### src/rtl/fesp_pkg.sv
package fesp_pkg;
   localparam int CLK_MHZ          = 125;
   localparam int CNT_W            = 16;
   // Bus timing in ns
   localparam int GLITCH_NS        = 5;
   localparam int SETUP_NS         = 10;
   localparam int WE_LOW_NS        = 40;
   localparam int HOLD_NS          = 10;
   localparam int READ_CYCLE_NS    = 90;
   localparam int GAP_NS           = 16;
   localparam int RESET_PULSE_NS   = 500;
   localparam int RESET_RELEASE_NS = 1000;
   localparam int SETTLE_NS        = 1000;
   // Cycle counts, least times rounded up
   localparam int SETUP_CYC        = (SETUP_NS * CLK_MHZ + 999) / 1000;
   localparam int WE_LOW_CYC       = (WE_LOW_NS * CLK_MHZ + 999) / 1000;
   localparam int GLITCH_CYC       = (GLITCH_NS * CLK_MHZ + 999) / 1000;
   localparam int HOLD_CYC         = (HOLD_NS * CLK_MHZ + 999) / 1000;
   localparam int READ_CYC         = (READ_CYCLE_NS * CLK_MHZ + 999) / 1000;
   localparam int GAP_CYC          = (GAP_NS * CLK_MHZ + 999) / 1000;
   localparam int RESET_PULSE_CYC  = (RESET_PULSE_NS * CLK_MHZ + 999) / 1000;
   localparam int RESET_REL_CYC    = (RESET_RELEASE_NS * CLK_MHZ + 999) / 1000;
   localparam int SETTLE_CYC       = (SETTLE_NS * CLK_MHZ + 999) / 1000;
   localparam int SYNC_STAGES      = 2;
   // Command addresses and codes
   localparam logic [20:0] CMD_ADDR1      = 21'h000aaa;
   localparam logic [20:0] CMD_ADDR2      = 21'h000555;
   localparam logic [20:0] ID_MAKER_ADDR  = 21'h000000;
   localparam logic [20:0] ID_PART_ADDR   = 21'h000001;
   localparam logic [7:0]  CODE_UNLOCK1   = 8'haa;
   localparam logic [7:0]  CODE_UNLOCK2   = 8'h55;
   localparam logic [7:0]  CODE_PROGRAM   = 8'ha0;
   localparam logic [7:0]  CODE_ERASE_SET = 8'h80;
   localparam logic [7:0]  CODE_CHIP      = 8'h10;
   localparam logic [7:0]  CODE_SECTOR    = 8'h50;
   localparam logic [7:0]  CODE_BLOCK     = 8'h30;
   localparam logic [7:0]  CODE_SUSPEND   = 8'hb0;
   localparam logic [7:0]  CODE_RESUME    = 8'h30;
   localparam logic [7:0]  CODE_QUERY     = 8'h98;
   localparam logic [7:0]  CODE_SECID     = 8'h88;
   localparam logic [7:0]  CODE_SECID_PRG = 8'ha5;
   localparam logic [7:0]  CODE_ID_ENTRY  = 8'h90;
   localparam logic [7:0]  CODE_EXIT      = 8'hf0;
   // Boot block ranges
   localparam logic [20:0] BOOT_BOT_HI    = 21'h00ffff;
   localparam logic [20:0] BOOT_TOP_LO    = 21'h1f0000;
   localparam logic [1:0]  CONFIRM_READS  = 2'h2;
   localparam logic [2:0]  PROG_LEN       = 3'h4;
   localparam logic [2:0]  ERASE_LEN      = 3'h6;
   localparam logic [2:0]  ENTRY_LEN      = 3'h3;
   localparam logic [2:0]  SINGLE_LEN     = 3'h1;

   typedef enum logic [3:0] {
      OP_READ         = 4'h0,
      OP_PROGRAM      = 4'h1,
      OP_CHIP_ERASE   = 4'h2,
      OP_SECTOR_ERASE = 4'h3,
      OP_BLOCK_ERASE  = 4'h4,
      OP_ID_ENTRY     = 4'h5,
      OP_QUERY_ENTRY  = 4'h6,
      OP_SECID_ENTRY  = 4'h7,
      OP_EXIT         = 4'h8,
      OP_SUSPEND      = 4'h9,
      OP_RESUME       = 4'ha,
      OP_SECID_PROG   = 4'hb,
      OP_RESET        = 4'hc
   } fesp_op_t;

   typedef enum logic [1:0] {
      RES_OK      = 2'h0,
      RES_REFUSED = 2'h1,
      RES_TIMEOUT = 2'h2
   } fesp_result_t;
endpackage

### src/rtl/fesp_cyc_if.sv
`timescale 1ns/10ps
interface fesp_cyc_if;
   logic        req;
   logic        wr;
   logic [20:0] addr;
   logic [7:0]  wdata;
   logic        done;
   logic [7:0]  rdata;
   modport ctrl (output req, output wr, output addr, output wdata, input done, input rdata);
   modport cyc  (input req, input wr, input addr, input wdata, output done, output rdata);
endinterface

### src/rtl/fesp_cycle.sv
`timescale 1ns/10ps
module fesp_cycle
   import fesp_pkg::*;
(
   input  wire logic        mclk,
   input  wire logic        rst,
   fesp_cyc_if.cyc          bus,
   input  wire logic [7:0]  flash_dq_in,
   output logic      [20:0] flash_addr,
   output logic      [7:0]  flash_dq_out,
   output logic             flash_dq_oe,
   output logic             flash_ce_n,
   output logic             flash_oe_n,
   output logic             flash_we_n
);
   typedef enum logic [2:0] {
      CY_IDLE   = 3'h0,
      CY_SETUP  = 3'h1,
      CY_STROBE = 3'h2,
      CY_HOLD   = 3'h3,
      CY_READ   = 3'h4,
      CY_GAP    = 3'h5
   } fesp_cyc_state_t;

   fesp_cyc_state_t   state;
   logic [CNT_W-1:0]  cnt;
   logic [7:0]        dq_s1;
   logic [7:0]        dq_s2;

   always_ff @(posedge mclk or posedge rst) begin
      if (rst) begin
         dq_s1 <= 8'h00;
         dq_s2 <= 8'h00;
      end else begin
         dq_s1 <= flash_dq_in;
         dq_s2 <= dq_s1;
      end
   end

   always_ff @(posedge mclk or posedge rst) begin
      if (rst) begin
         state        <= CY_IDLE;
         cnt          <= '0;
         flash_addr   <= '0;
         flash_dq_out <= 8'h00;
         flash_dq_oe  <= 1'b0;
         flash_ce_n   <= 1'b1;
         flash_oe_n   <= 1'b1;
         flash_we_n   <= 1'b1;
         bus.done     <= 1'b0;
         bus.rdata    <= 8'h00;
      end else begin
         bus.done <= 1'b0;
         cnt      <= cnt + 1'b1;
         case (state)
            CY_IDLE: begin
               cnt <= '0;
               if (bus.req) begin
                  flash_addr <= bus.addr;
                  flash_ce_n <= 1'b0;
                  if (bus.wr) begin
                     flash_dq_out <= bus.wdata;
                     flash_dq_oe  <= 1'b1;
                     state        <= CY_SETUP;
                  end else begin
                     flash_oe_n <= 1'b0;
                     state      <= CY_READ;
                  end
               end
            end
            CY_SETUP: begin
               if (cnt == CNT_W'(SETUP_CYC - 1)) begin
                  flash_we_n <= 1'b0;
                  cnt        <= '0;
                  state      <= CY_STROBE;
               end
            end
            CY_STROBE: begin
               if (cnt == CNT_W'(WE_LOW_CYC - 1) && cnt >= CNT_W'(GLITCH_CYC)) begin
                  flash_we_n <= 1'b1;
                  cnt        <= '0;
                  state      <= CY_HOLD;
               end
            end
            CY_HOLD: begin
               if (cnt == CNT_W'(HOLD_CYC - 1)) begin
                  flash_ce_n  <= 1'b1;
                  flash_dq_oe <= 1'b0;
                  cnt         <= '0;
                  state       <= CY_GAP;
               end
            end
            CY_READ: begin
               if (cnt == CNT_W'(READ_CYC + SYNC_STAGES - 1)) begin
                  bus.rdata  <= dq_s2;
                  flash_ce_n <= 1'b1;
                  flash_oe_n <= 1'b1;
                  cnt        <= '0;
                  state      <= CY_GAP;
               end
            end
            CY_GAP: begin
               if (cnt == CNT_W'(GAP_CYC - 1)) begin
                  bus.done <= 1'b1;
                  state    <= CY_IDLE;
               end
            end
            default: begin
               state <= CY_IDLE;
            end
         endcase
      end
   end
endmodule

### src/rtl/fesp_ctrl.sv
// Behaviour
// - Chip erase is six guarded writes ending with code 10H at AAAH.
// - After a program's bit 7 matches the data, wait 1 us before trusting the byte.
// - On an unsure status read, confirm with two further good reads.
// - Reset pulse aborts operations; interrupted ones must be reissued.
// - Program needs a three-write prefix, erase a five-write prefix.
// - Query mode is entered with three writes ending 98H at AAAH.
// - Security space is 256 bits in two unerasable 128-bit halves.
// - Security program completion uses toggle bits; entry ends 88H.
`timescale 1ns/10ps
module fesp_ctrl
   import fesp_pkg::*;
#(
   parameter int POLL_LIMIT = 200000
)
(
   input  wire logic         mclk,
   input  wire logic         rst,
   input  wire logic         cmd_valid,
   input  wire fesp_op_t     cmd_op,
   input  wire logic  [20:0] cmd_addr,
   input  wire logic  [7:0]  cmd_data,
   input  wire logic         protect_en,
   input  wire logic         protect_top,
   output logic              cmd_ready,
   output logic              rsp_valid,
   output logic       [7:0]  rsp_data,
   output fesp_result_t      rsp_result,
   input  wire logic  [7:0]  flash_dq_in,
   output logic       [20:0] flash_addr,
   output logic       [7:0]  flash_dq_out,
   output logic              flash_dq_oe,
   output logic              flash_ce_n,
   output logic              flash_oe_n,
   output logic              flash_we_n,
   output logic              flash_wp_n,
   output logic              flash_rst_n
);
   typedef enum logic [3:0] {
      ST_RST_LOW  = 4'h0,
      ST_RST_WAIT = 4'h1,
      ST_IDLE     = 4'h2,
      ST_SEQ      = 4'h3,
      ST_SEQ_WAIT = 4'h4,
      ST_POLL     = 4'h5,
      ST_POLL_WT  = 4'h6,
      ST_SETTLE   = 4'h7,
      ST_READ     = 4'h8,
      ST_READ_WT  = 4'h9,
      ST_RESP     = 4'ha
   } fesp_state_t;

   fesp_cyc_if        cyc ();
   fesp_state_t       state;
   fesp_op_t          op;
   logic [20:0]       op_addr;
   logic [7:0]        op_data;
   logic [2:0]        step;
   logic [CNT_W-1:0]  cnt;
   logic [31:0]       polls;
   logic [7:0]        prev;
   logic              have_prev;
   logic [1:0]        agree;
   logic              in_boot;
   logic              refuse;
   logic              stable;
   logic              is_erase;
   logic              is_prog;
   logic [28:0]       word;

   function automatic logic [2:0] seq_len(input fesp_op_t o);
      case (o)
         OP_PROGRAM, OP_SECID_PROG:                       seq_len = PROG_LEN;
         OP_CHIP_ERASE, OP_SECTOR_ERASE, OP_BLOCK_ERASE:  seq_len = ERASE_LEN;
         OP_ID_ENTRY, OP_QUERY_ENTRY, OP_SECID_ENTRY:     seq_len = ENTRY_LEN;
         default:                                         seq_len = SINGLE_LEN;
      endcase
   endfunction

   function automatic logic [28:0] seq_word(input fesp_op_t o, input logic [2:0] s,
                                            input logic [20:0] a, input logic [7:0] d);
      logic [7:0]  third;
      logic        er;
      er = o inside {OP_CHIP_ERASE, OP_SECTOR_ERASE, OP_BLOCK_ERASE};
      case (o)
         OP_PROGRAM:     third = CODE_PROGRAM;
         OP_SECID_PROG:  third = CODE_SECID_PRG;
         OP_QUERY_ENTRY: third = CODE_QUERY;
         OP_SECID_ENTRY: third = CODE_SECID;
         OP_ID_ENTRY:    third = CODE_ID_ENTRY;
         default:        third = CODE_ERASE_SET;
      endcase
      if (o == OP_EXIT) begin
         seq_word = {a, CODE_EXIT};
      end else if (o == OP_SUSPEND) begin
         seq_word = {a, CODE_SUSPEND};
      end else if (o == OP_RESUME) begin
         seq_word = {a, CODE_RESUME};
      end else begin
         case (s)
            3'h0:    seq_word = {CMD_ADDR1, CODE_UNLOCK1};
            3'h1:    seq_word = {CMD_ADDR2, CODE_UNLOCK2};
            3'h2:    seq_word = {CMD_ADDR1, third};
            3'h3:    seq_word = er ? {CMD_ADDR1, CODE_UNLOCK1} : {a, d};
            3'h4:    seq_word = {CMD_ADDR2, CODE_UNLOCK2};
            default: seq_word = (o == OP_CHIP_ERASE) ? {CMD_ADDR1, CODE_CHIP} :
                                {a, (o == OP_SECTOR_ERASE) ? CODE_SECTOR : CODE_BLOCK};
         endcase
      end
   endfunction

   always_comb begin
      in_boot = protect_top ? (cmd_addr >= BOOT_TOP_LO) : (cmd_addr <= BOOT_BOT_HI);
      refuse  = protect_en && ((cmd_op == OP_CHIP_ERASE) ||
                (in_boot && (cmd_op inside {OP_PROGRAM, OP_SECTOR_ERASE, OP_BLOCK_ERASE})));
   end

   always_comb begin
      is_erase = op inside {OP_CHIP_ERASE, OP_SECTOR_ERASE, OP_BLOCK_ERASE};
      is_prog  = op inside {OP_PROGRAM, OP_SECID_PROG};
      word     = seq_word(op, step, op_addr, op_data);
      stable   = have_prev && (cyc.rdata[6] == prev[6]);
      if (op == OP_PROGRAM) begin
         stable = stable && (cyc.rdata[7] == op_data[7]);
      end else if (is_erase) begin
         stable = stable && cyc.rdata[7];
      end
   end

   // Pin held static during any command sequence
   always_ff @(posedge mclk or posedge rst) begin
      if (rst) begin
         flash_wp_n <= 1'b1;
      end else if (state == ST_IDLE && !cmd_valid) begin
         flash_wp_n <= !protect_en;
      end
   end

   always_ff @(posedge mclk or posedge rst) begin
      if (rst) begin
         state       <= ST_RST_LOW;
         op          <= OP_READ;
         op_addr     <= '0;
         op_data     <= 8'h00;
         step        <= 3'h0;
         cnt         <= '0;
         polls       <= '0;
         prev        <= 8'h00;
         have_prev   <= 1'b0;
         agree       <= 2'h0;
         cmd_ready   <= 1'b0;
         rsp_valid   <= 1'b0;
         rsp_data    <= 8'h00;
         rsp_result  <= RES_OK;
         flash_rst_n <= 1'b0;
         cyc.req     <= 1'b0;
         cyc.wr      <= 1'b0;
         cyc.addr    <= '0;
         cyc.wdata   <= 8'h00;
      end else begin
         cyc.req   <= 1'b0;
         rsp_valid <= 1'b0;
         cnt       <= cnt + 1'b1;
         case (state)
            ST_RST_LOW: begin
               flash_rst_n <= 1'b0;
               if (cnt == CNT_W'(RESET_PULSE_CYC - 1)) begin
                  flash_rst_n <= 1'b1;
                  cnt         <= '0;
                  state       <= ST_RST_WAIT;
               end
            end
            ST_RST_WAIT: begin
               if (cnt == CNT_W'(RESET_REL_CYC - 1)) begin
                  cmd_ready <= 1'b1;
                  state     <= ST_IDLE;
               end
            end
            ST_IDLE: begin
               cnt <= '0;
               if (cmd_valid) begin
                  op         <= cmd_op;
                  op_addr    <= cmd_addr;
                  op_data    <= cmd_data;
                  step       <= 3'h0;
                  cmd_ready  <= 1'b0;
                  rsp_data   <= 8'h00;
                  rsp_result <= RES_OK;
                  if (cmd_op == OP_RESET) begin
                     state <= ST_RST_LOW;
                  end else if (refuse) begin
                     rsp_result <= RES_REFUSED;
                     state      <= ST_RESP;
                  end else if (cmd_op == OP_READ) begin
                     state <= ST_READ;
                  end else begin
                     state <= ST_SEQ;
                  end
               end
            end
            ST_SEQ: begin
               cyc.req   <= 1'b1;
               cyc.wr    <= 1'b1;
               cyc.addr  <= word[28:8];
               cyc.wdata <= word[7:0];
               state     <= ST_SEQ_WAIT;
            end
            ST_SEQ_WAIT: begin
               if (cyc.done) begin
                  if (step == seq_len(op) - 3'h1) begin
                     polls     <= '0;
                     have_prev <= 1'b0;
                     agree     <= 2'h0;
                     state     <= (is_prog || is_erase) ? ST_POLL : ST_RESP;
                  end else begin
                     step  <= step + 3'h1;
                     state <= ST_SEQ;
                  end
               end
            end
            ST_POLL, ST_READ: begin
               cyc.req  <= 1'b1;
               cyc.wr   <= 1'b0;
               cyc.addr <= op_addr;
               state    <= (state == ST_POLL) ? ST_POLL_WT : ST_READ_WT;
            end
            ST_POLL_WT: begin
               if (cyc.done) begin
                  prev      <= cyc.rdata;
                  have_prev <= 1'b1;
                  rsp_data  <= cyc.rdata;
                  if (stable && agree == CONFIRM_READS) begin
                     cnt   <= '0;
                     state <= is_prog ? ST_SETTLE : ST_RESP;
                  end else if (polls == 32'(POLL_LIMIT - 1)) begin
                     rsp_result <= RES_TIMEOUT;
                     state      <= ST_RESP;
                  end else begin
                     agree <= stable ? agree + 2'h1 : 2'h0;
                     polls <= polls + 32'h1;
                     state <= ST_POLL;
                  end
               end
            end
            ST_SETTLE: begin
               if (cnt == CNT_W'(SETTLE_CYC - 1)) begin
                  state <= ST_READ;
               end
            end
            ST_READ_WT: begin
               if (cyc.done) begin
                  rsp_data <= cyc.rdata;
                  state    <= ST_RESP;
               end
            end
            ST_RESP: begin
               rsp_valid <= 1'b1;
               cmd_ready <= 1'b1;
               state     <= ST_IDLE;
            end
            default: begin
               state <= ST_IDLE;
            end
         endcase
      end
   end

   fesp_cycle u_cycle (
      .mclk         (mclk),
      .rst          (rst),
      .bus          (cyc.cyc),
      .flash_dq_in  (flash_dq_in),
      .flash_addr   (flash_addr),
      .flash_dq_out (flash_dq_out),
      .flash_dq_oe  (flash_dq_oe),
      .flash_ce_n   (flash_ce_n),
      .flash_oe_n   (flash_oe_n),
      .flash_we_n   (flash_we_n)
   );
endmodule

### config.mk
export PLATFORM = sky130hd
export DESIGN_NAME = fesp_ctrl
export DESIGN_NICKNAME = d
export VERILOG_FILES = /design/src/rtl/fesp_pkg.sv /design/src/rtl/fesp_cyc_if.sv /design/src/rtl/fesp_cycle.sv /design/src/rtl/fesp_ctrl.sv
export SDC_FILE = /design/constraint.sdc
export NUM_CORES = 1
export LEC_CHECK = 0
export ABC_AREA = 1
export BUFFER_PORTS_ARGS = -buffer_cell sky130_fd_sc_hd__buf_2
export CAP_MARGIN = 20
export CORE_UTILIZATION = 52
export DETAILED_ROUTE_END_ITERATION = 8
export PLACE_DENSITY_LB_ADDON = 0.1
export SLEW_MARGIN = 20
export SYNTH_ARGS = -nofsm -noshare
export SYNTH_HDL_FRONTEND = slang
export SYNTH_HIERARCHICAL = 1
export SYNTH_SLANG_ARGS = --single-unit
### constraint.sdc
create_clock -name mclk -period 10 [get_ports mclk]
set_input_delay 2 -clock mclk [delete_from_list [all_inputs] [get_ports mclk]]
set_output_delay 2 -clock mclk [all_outputs]
set_load 0.01 [all_outputs]
==> results of run 1 <==
==> routing by layer <==
| layer | global-route usage, % | share of wire, % |
|---|---|---|
| met1 | 33.7 | 46 |
| met2 | 41.6 | 47 |
| met3 | 3.12 | 4.0 |
| met4 | 8.27 | 2.8 |
| met5 | 0 | 0 |
==> worst register-to-register path: stages, from the launching register on <==
cell	delay, ns
dfrtp_1	0.52
clkinv_2	0.15
nand2_1	0.12
nand2_2	0.07
nand3_2	0.10
inv_1	0.07
ha_1	0.30
xor2_1	0.22
o21ai_1	0.12
nor2_2	0.13
nand3_2	0.14
nand2_4	0.35
nand2_4	0.35
nand2_1	0.16
nand2_1	0.06
==> synthesized netlist by cell type, drive strengths merged, types with 2 or more instances <==
cell type,count,area share [%]
nand4,17,0.94
clkbuf,8,0.27
o21a,2,0.13
a31oi,4,0.36
o311ai,4,0.31
o21ai,66,3.0
o21bai,7,0.47
buf,26,1.6
xor2,27,2.1
a21boi,2,0.13
dfrtp,210,47
inv,144,4.8
nor2,188,7.3
a21oi,32,1.5
dfstp,4,0.93
nand3,122,5.8
clkinv,2,0.089
nand2,573,20
xnor2,7,0.54
nor4,3,0.17
ha,14,1.6
o22ai,2,0.11
nand3b,2,0.13
nor3,18,0.80
==> cell type report <==
cell class              count  area, um2  share of cell area (%)
flip-flops and latches    214       5360                    42.6
multi-input cells        1096       5160                    41.0
clock buffers              27        601                    4.77
inverters                 146        557                    4.43
repair buffers             95        487                    3.87
well taps                 275        344                    2.73
clock inverters            10       76.3                   0.607
==> cell usage in the layout (no fill, tap or decap), types with 10 or more instances in the layout <==
master     instances
o21ai_1           10
clkbuf_16         23
ha_1              14
nor2_2            18
nand3_1          116
o21ai_0           55
inv_2             14
a21oi_1           29
nand2_2           18
nor3_1            18
buf_2             92
inv_1            128
nor2_1           162
nand4_1           17
dfrtp_1          210
nand2_1          550
xor2_1            27
==> power by group through the flow <==
stage / clock (mW) / combinational (mW) / sequential, mW
2_1_floorplan: 0 / 0.814 / 1.25
3_3_place_gp: 0 / 1.06 / 1.26
3_5_place_dp: 0 / 1.09 / 1.27
4_1_cts: 0.804 / 1.09 / 1.25
5_1_grt: 0.836 / 1.24 / 1.29
6_report: 0.783 / 1.09 / 1.25
==> cell families (layout without fill, tap and decap cells) <==
logic type / Yosys count / count (layout)
AND/OR/NAND/NOR: 925 / 925
adder cells (fa/ha/maj): 14 / 14
buffers and inverters: 180 / 278
XOR/XNOR: 34 / 34
AO/OA/AOI/OAI: 123 / 123
flip-flops: 214 / 214
==> registers in the layout, indices dropped and copies added, names as in the netlist, 2 cells and up <==
name,flops
agree,2
cnt,16
cyc.addr,21
cyc.wdata,8
op,4
op_addr,21
op_data,8
polls,32
rsp_data,8
rsp_result,2
state,4
step,3
u_cycle/bus.rdata,8
u_cycle/cnt,16
u_cycle/dq_s1,8
u_cycle/dq_s2,8
u_cycle/flash_addr,21
u_cycle/flash_dq_out,8
u_cycle/state,3
==> worst min-delay path by stage <==
stage                     cells past startpoint                  startpoint  slack [ns]                         end
after floorplan                               0  u_cycle/dq_s1[0]$_DFF_PP0_        0.33  u_cycle/dq_s2[0]$_DFF_PP0_
after global placement                        0  u_cycle/dq_s1[4]$_DFF_PP0_        0.33  u_cycle/dq_s2[4]$_DFF_PP0_
after detailed placement                      0  u_cycle/dq_s1[0]$_DFF_PP0_        0.33  u_cycle/dq_s2[0]$_DFF_PP0_
after CTS                                     0  u_cycle/dq_s1[0]$_DFF_PP0_        0.35  u_cycle/dq_s2[0]$_DFF_PP0_
after global routing                          0  u_cycle/dq_s1[0]$_DFF_PP0_        0.35  u_cycle/dq_s2[0]$_DFF_PP0_
final                                         0  u_cycle/dq_s1[0]$_DFF_PP0_        0.35  u_cycle/dq_s2[0]$_DFF_PP0_
==> per-stage QoR <==
stage	instance area, um2	hold slack [ns]	total power, mW	instances	utilization, %
CTS	12600	0.345	3.15	1862	59.4
finish	12600	0.345	3.13	1863	59.5
floorplan	11300	0.331	2.07	1490	-
detailed placement	11900	0.335	2.36	1825	56.2
global placement	11900	0.334	2.33	1825	56.2
global route	12600	0.350	3.36	1863	59.5
==> metrics, run 1 <==
final hold viol count=0; clock buffer depth=3; final setup margin=6.72 ns; # setup viols final=0; Worst Setup Start Kind=primary input; post-synthesis simple-gate area fraction=35.1%; area delta synth->final=11.7%; largest family of logic cells by synthesized area=simple AND/OR/NAND/NOR gates; Critical Path, Cell by Cell=buf_2 > inv_1 > nor2_4 > inv_2 > o21ai_0; status=completed; period utilisation layout=32.8%; Synthesis Warnings=6; combinational power share=34.8%; dominant synthesized flop cell=dfrtp_1; Starting DRT DRC Count=505; critical path arrival=3.70 ns; pwr dens=248 mW/mm2; ys async rst share=100%; gr usage total=25.0%; adder-cell share of the synthesized area=1.55%; cell count after synthesis=1490; setup tns final=0 ns; largest net degree at the start of global routing=85; Clk pwr share=25.1%; Pins Over Slew Limit=0; detailed-route via count=9580; Post-Synthesis Net Count=1550; DR pass1 iterations=7; CTS clk-pin slew, worst paths=0.06 ns; Root Buffer=clkbuf_16; total core area=0.0212 mm2; hold crit path type=reg2reg; Final ANT Viol Nets=0; worst slew pin tran=0.994 ns; Yosys reg bits=214; drt total wl=26700 um; Worst EP required=10.42 ns; Leakage=6.42 nW; post-CTS resize count=0; antenna diode count=0; number of setup buffers added after CTS=0; Die W=149 um; Final GP Congestion=0.920; Worst R2R Path Depth=14; RSZ-0062 raised after global routing=no; port bufs=92; Skew-Pair Late Insertion Delay=0.51 ns; crit-path leading delay family=simple AND/OR/NAND/NOR gates; first-pass GRT wire length=44600 um; max cap viols=0; Post-Synth XOR/XNOR Area=2.64%; maximum clock frequency=0.305 GHz; Critical Path Slowest Stage Cell=nor2_4; CTS buffer count=23; pre-CTS setup slack=6.25 ns; worst reg2reg endpoint=polls[1]$_DFFE_PP0P_; Wirelength per Cell=14.3 um; clock sink count=214; Sw Pwr=1.25 mW; relative slew slack=33.6%; peak supply drop=0.000135 V; hold_buf cts=0; reg2reg setup slack=7.04 ns; Die H=149 um; io pins=93; site row count=53; P_int=1.87 mW; # DRC=0; Syn Area/Cell=7.56 um2; area fraction in compound gates after synthesis=6.41%; CTS tree=done; DIE AREA=0.0223 mm2; mux contribution to synthesized area=0%; Tmin final=3.28 ns; GRT overflow=0; Cell variety after synth=44; skew final=0.0116 ns; crit path buf inv count=3; Critical Path End=rsp_result[0]$_DFFE_PP0P_; critical path fanouts, max=44; Flop pwr share=40.1%; slowest stage delay, CP=0.79 ns; share of cells above drive strength 1=13.4%; Setup crit start=cmd_valid; r2r startpoint=op[1]$_DFFE_PP0P_; CTS H-tree depth=1; vias in the first global route=8991; Initial Util=53.3%; filler cell count=2004; Final nets=1636; Setup Crit Path Kind=in2reg; initial antenna violation count=0; number of flops mapped to enable cells by yosys=0; Switching Fraction=40.1%; critical path capture point type=flip-flop; vias per cell=5.14; Cell Area, Synth=0.0113 mm2; Levels on crit path=5; post-synthesis sequential area ratio=47.6%; Post-DP HPWL=19000 um
Power figures use the tool's default switching activity.
==> run 2: changes to the inputs <==
==> constraint.sdc (replaced) <==
create_clock -name mclk -period 3 [get_ports mclk]
set_input_delay 0.6 -clock mclk [delete_from_list [all_inputs] [get_ports mclk]]
set_output_delay 0.6 -clock mclk [all_outputs]
set_load 0.01 [all_outputs]
==> run 2 against run 1 <==
First-iteration DRC count is 21% higher. Routed wire length hardly changed. Sequential power grew to 3.3 times the previous value. Critical endpoint is now polls[12]$_DFFE_PP0P_. Largest cell class unchanged.
==> metrics, run 2 (synthesis gave the netlist of run 1 again) <==
P_int=6.85 mW; Root Buffer=clkbuf_16; CTS H-tree depth=1; CTS clk-pin slew, worst paths=0.06 ns; clock buffer depth=3; Initial Util=53.3%; Setup Crit Path Kind=reg2reg; Cell Area, Placed=0.0120 mm2; max reg flops=32; combinational power share=33.3%; drt total wl=26700 um; # setup viols final=0; Final nets=1645; Sequential Area=0.00536 mm2; commonest cells after routing, fill and taps aside=nand2_1 (550), dfrtp_1 (210), nor2_1 (162); initial antenna violation count=0; Post-DP HPWL=19400 um; pwr dens=862 mW/mm2; Leakage=6.58 nW; Flop pwr share=37.6%; WHS=0.181 ns; CTS tree=done; most common cell after layout, fill and taps aside=nand2_1; maximum clock frequency=0.384 GHz; port bufs=92; hold_buf cts=0; share of cells above drive strength 1=14.3%; critical path capture point type=flip-flop; largest net degree at the start of global routing=59; hold crit path type=in2async; post-CTS resize count=0; Tmin final=2.60 ns; final cell count without fillers=1878; Inst Count DP=1834; Clk pwr share=29.0%; total core area=0.0212 mm2; critical path fanouts, max=29; Wirelength per Cell=14.2 um; relative slew slack=51.2%; site row count=53; Final ANT Viol Nets=0; status=completed; DR pass1 iterations=5; critical path arrival=3.05 ns; io pins=93; RSZ-0062 raised after global routing=no; pre-CTS setup slack=0.422 ns; Sw Pwr=4.25 mW; cell area after layout=0.0129 mm2; final setup margin=0.395 ns; filler cell count=1929; vias per cell=5.09; Pins Over Slew Limit=0; antenna diode count=0; gr usage total=24.8%; first-pass GRT wire length=44500 um; final hold viol count=0; clock sink count=214; Final GP Congestion=0.894; CTS buffer count=24; area delta synth->final=14.3%; Skew-Pair Late Insertion Delay=0.52 ns; Starting DRT DRC Count=613; Switching Fraction=38.3%; skew final=0.00960 ns; DIE AREA=0.0223 mm2; Worst Setup Start Kind=flip-flop; detailed-route via count=9565; setup tns final=0 ns; period utilisation layout=86.8%; GRT overflow=0; Multi-input gate area=0.00515 mm2; vias in the first global route=9007; Die H=149 um; # DRC=0; worst slew pin tran=0.731 ns; Top reg by flops=polls; max cap viols=0; peak supply drop=0.000475 V; Die W=149 um; Worst EP required=3.45 ns; number of setup buffers added after CTS=0
## run 2: changes by cell type in the layout (fill, tap and decap cells not counted), sizes merged
cell and change:
clkinvlp -1, bufinv +4, buf +8, clkinv +1
clkbuf +5, inv -2
## run 2: through the flow
step,util [%],power (mW)
2_1_floorplan,-,6.89
3_3_place_gp,56.7,7.83
3_5_place_dp,56.7,7.91
4_1_cts,60.9,11.2
5_1_grt,60.9,11.8
6_report,60.9,11.1
## run 2: worst paths after layout
check	from	end	slack [ns]	cells past startpoint
worst max-delay path	op[1]$_DFFE_PP0P_	polls[12]$_DFFE_PP0P_	0.40	14
worst min-delay path	rst	rsp_data[5]$_DFFE_PP0P_	0.18	2
worst max register to register	op[1]$_DFFE_PP0P_	polls[12]$_DFFE_PP0P_	0.40	14
worst min register to register	u_cycle/dq_s1[7]$_DFF_PP0_	u_cycle/dq_s2[7]$_DFF_PP0_	0.34	0
max in group asynchronous	rst	polls[12]$_DFFE_PP0P_	2.09	3
min in group mclk	flash_dq_in[3]	u_cycle/dq_s1[3]$_DFF_PP0_	0.19	1
## run 2: worst max-delay path, cell delays in order (launching register included)
cell and delay (ns):
dfrtp_1 0.52, clkinv_2 0.13, nand2_1 0.11, nand2_2 0.07, nand3_2 0.10, inv_1 0.06, ha_1 0.30, xor2_1 0.21
o21ai_1 0.12, nor2_2 0.12, nand3_2 0.12, nand2_4 0.13, buf_4 0.33, nand3_1 0.12, nand2_1 0.08
## run 2: final cells by class
class	instances	share of cell area, %
timing repair buffer	103	4.51
clock inverter	12	1.37
sequential	214	41.6
multi-input combinational	1096	40.0
clock buffer	32	5.53
inverter	146	4.31
tap	275	2.67
## run 2: power groups by stage
stage	clock network (mW)	logic [mW]	registers (mW)
after floorplan	0	2.71	4.18
after detailed placement	0	3.69	4.21
final	3.22	3.70	4.18
after CTS	3.29	3.72	4.17
after global placement	0	3.63	4.20
after global routing	3.41	4.17	4.27
## run 2: routing by layer
metal | GRT usage (%) | part of all wire [%] | vias up
li1 | - | - | 4893
met1 | 34.5 | 46 | 4401
met2 | 41.1 | 47 | 225
met3 | 2.87 | 4.5 | 46
met4 | 6.43 | 2.1 | 0
met5 | 0 | 0 | -
==> run 3: changes to the inputs <==
--- a/config.mk
+++ b/config.mk
@@ -10,7 +10,7 @@
 export CAP_MARGIN = 20
 export CORE_UTILIZATION = 52
 export DETAILED_ROUTE_END_ITERATION = 8
-export PLACE_DENSITY_LB_ADDON = 0.1
+export PLACE_DENSITY = 0.83
 export SLEW_MARGIN = 20
 export SYNTH_ARGS = -nofsm -noshare
 export SYNTH_HDL_FRONTEND = slang
==> run 3 against run 2 <==
Maximum frequency shrank 3.1%. Cell area grew 0.36%. Combinational power grew 2%. Routed wire length shrank 0.35%. Non-clock buffer count grew 2. Cell count grew 0.11%. Via count grew 3.7%. Sequential share of layout area shrank 0.14 points. Flip-flop and latch count is the same. Global-route usage grew 0.050 points. Critical endpoint is now polls[11]$_DFFE_PP0P_. Largest cell class unchanged.
==> metrics, run 3 (synthesis gave the netlist of run 1 again) <==
Sequential Area=0.00536 mm2; period utilisation layout=89.6%; CTS tree=done; Sw Pwr=4.29 mW; max cap viols=0; filler cell count=1807; total power draw=11.3 mW; skew final=0.0156 ns; DIE AREA=0.0223 mm2; reg2reg setup slack=0.31 ns; DR pass1 iterations=6; share of cells above drive strength 1=14.4%; combinational power share=33.2%; critical path fanouts, max=19; P_int=7.03 mW; Switching Fraction=37.9%; pwr dens=876 mW/mm2; CTS H-tree depth=1; Setup Crit Path Kind=reg2reg; Tmin final=2.69 ns; final hold viol count=0; Worst EP required=3.44 ns; area delta synth->final=14.7%; max reg flops=32; clock buffer depth=3; worst slew pin tran=0.707 ns; largest net degree at the start of global routing=74; Final GP Congestion=0.943; setup tns final=0 ns; Root Buffer=clkbuf_16; Initial Util=53.3%; Top reg by flops=polls; critical path arrival=3.13 ns; antenna diode count=0; io pins=93; Wirelength per Cell=14.1 um; Worst R2R Path Depth=13; Final nets=1647; drt total wl=26600 um; RSZ-0062 raised after global routing=no; Multi-input gate area=0.00516 mm2; # DRC=0; peak supply drop=0.000471 V; hold crit path type=in2async; status=completed; port bufs=92; gr usage total=24.9%; critical path capture point type=flip-flop; final cell count without fillers=1880; vias in the first global route=9595; Critical Path Slowest Stage Cell=dfrtp_2; Die W=149 um; Cell Area, Placed=0.0120 mm2; CTS clk-pin slew, worst paths=0.07 ns; Flop pwr share=37.1%; # setup viols final=0; vias per cell=5.28; Starting DRT DRC Count=595; clock sink count=214; maximum clock frequency=0.372 GHz; slowest stage delay, CP=0.48 ns; Clk pwr share=29.7%; hold_buf cts=0; detailed-route via count=9919; cell area after layout=0.0129 mm2; most common cell after layout, fill and taps aside=nand2_1; Leakage=6.59 nW; Worst Setup Start Kind=flip-flop; Pins Over Slew Limit=0; CTS buffer count=24; commonest cells after routing, fill and taps aside=nand2_1 (550), dfrtp_1 (209), nor2_1 (162); initial antenna violation count=0; r2r startpoint=op[1]$_DFFE_PP0P_; worst reg2reg endpoint=polls[11]$_DFFE_PP0P_; Final ANT Viol Nets=0; GRT overflow=0; first-pass GRT wire length=45300 um; Critical Path, Cell by Cell=nor2_2 > nand2_1 > nand3_2 > inv_1 > ha_1 > xor2_1 > nand3_1 > a21oi_2 > nand3_2 > nand2_4 > buf_4 > nand3_1 > nand2_1; Skew-Pair Late Insertion Delay=0.52 ns; total core area=0.0212 mm2; Die H=149 um; relative slew slack=52.8%; Inst Count DP=1836; Post-DP HPWL=19000 um; site row count=53
[run 3: layout make-up]
cell class | count | area share [%]
Clock buffer | 34 | 5.57
Timing Repair Buffer | 105 | 4.51
Multi-Input combinational cell | 1096 | 39.9
Tap cell | 275 | 2.66
Inverter | 146 | 4.29
Sequential cell | 214 | 41.5
Clock inverter | 10 | 1.62
[run 3: critical path, delay by kind of cell (launching register included)]
| kind | cells | cell delay, ns |
|---|---|---|
| and+or+nand+nor | 8 | 1.10 |
| DFF | 1 | 0.48 |
| buffers and inverters | 2 | 0.35 |
| xor gates and xnor gates | 1 | 0.24 |
| adders and majority gates | 1 | 0.23 |
| AOI/OAI and AO/OA | 1 | 0.19 |
[run 3: worst max path at each step]
stage	slack, ns	startpoint	depth (start not counted)	to
6_report	0.31	op[1]$_DFFE_PP0P_	13	polls[11]$_DFFE_PP0P_
5_1_grt	0.07	op[1]$_DFFE_PP0P_	13	polls[11]$_DFFE_PP0P_
4_1_cts	0.24	op[1]$_DFFE_PP0P_	14	polls[24]$_DFFE_PP0P_
3_5_place_dp	0.29	op[1]$_DFFE_PP0P_	14	polls[24]$_DFFE_PP0P_
3_3_place_gp	0.46	op[1]$_DFFE_PP0P_	14	polls[10]$_DFFE_PP0P_
2_1_floorplan	0.44	rst	1	u_cycle/bus.done$_DFF_PP0_
[run 3: power groups by stage]
stage               Combinational [mW]  Clock, mW  Sequential, mW
floorplan                         2.71          0            4.18
global placement                  3.57          0            4.19
detailed placement                3.70          0            4.23
CTS                               3.75       3.41            4.19
global route                      4.24       3.55            4.30
finish                            3.76       3.36            4.20
[run 3: timing repair]
item / in CTS / in global routing
resized for setup: 0 / 2
setup buffers: 0 / 0
setup endpoints to repair: 0 / 34
[run 3: metrics by stage]
step / setup slack, ns / hold slack [ns] / util (%)
4_1_cts: 0.243 / 0.0399 / 61.1
2_1_floorplan: 0.438 / 0.331 / -
3_3_place_gp: 0.455 / 0.334 / 56.7
6_report: 0.313 / 0.0462 / 61.1
5_1_grt: 0.0711 / 0.0548 / 61.1
3_5_place_dp: 0.287 / 0.336 / 56.7
[run 3: metal layers]
metal,vias up,share of wire (%),global-route usage [%]
met1,4657,42,31.8
met5,-,0,0
met3,77,4.9,3.21
met4,0,4.1,11.2
li1,4872,-,-
met2,313,49,42.1
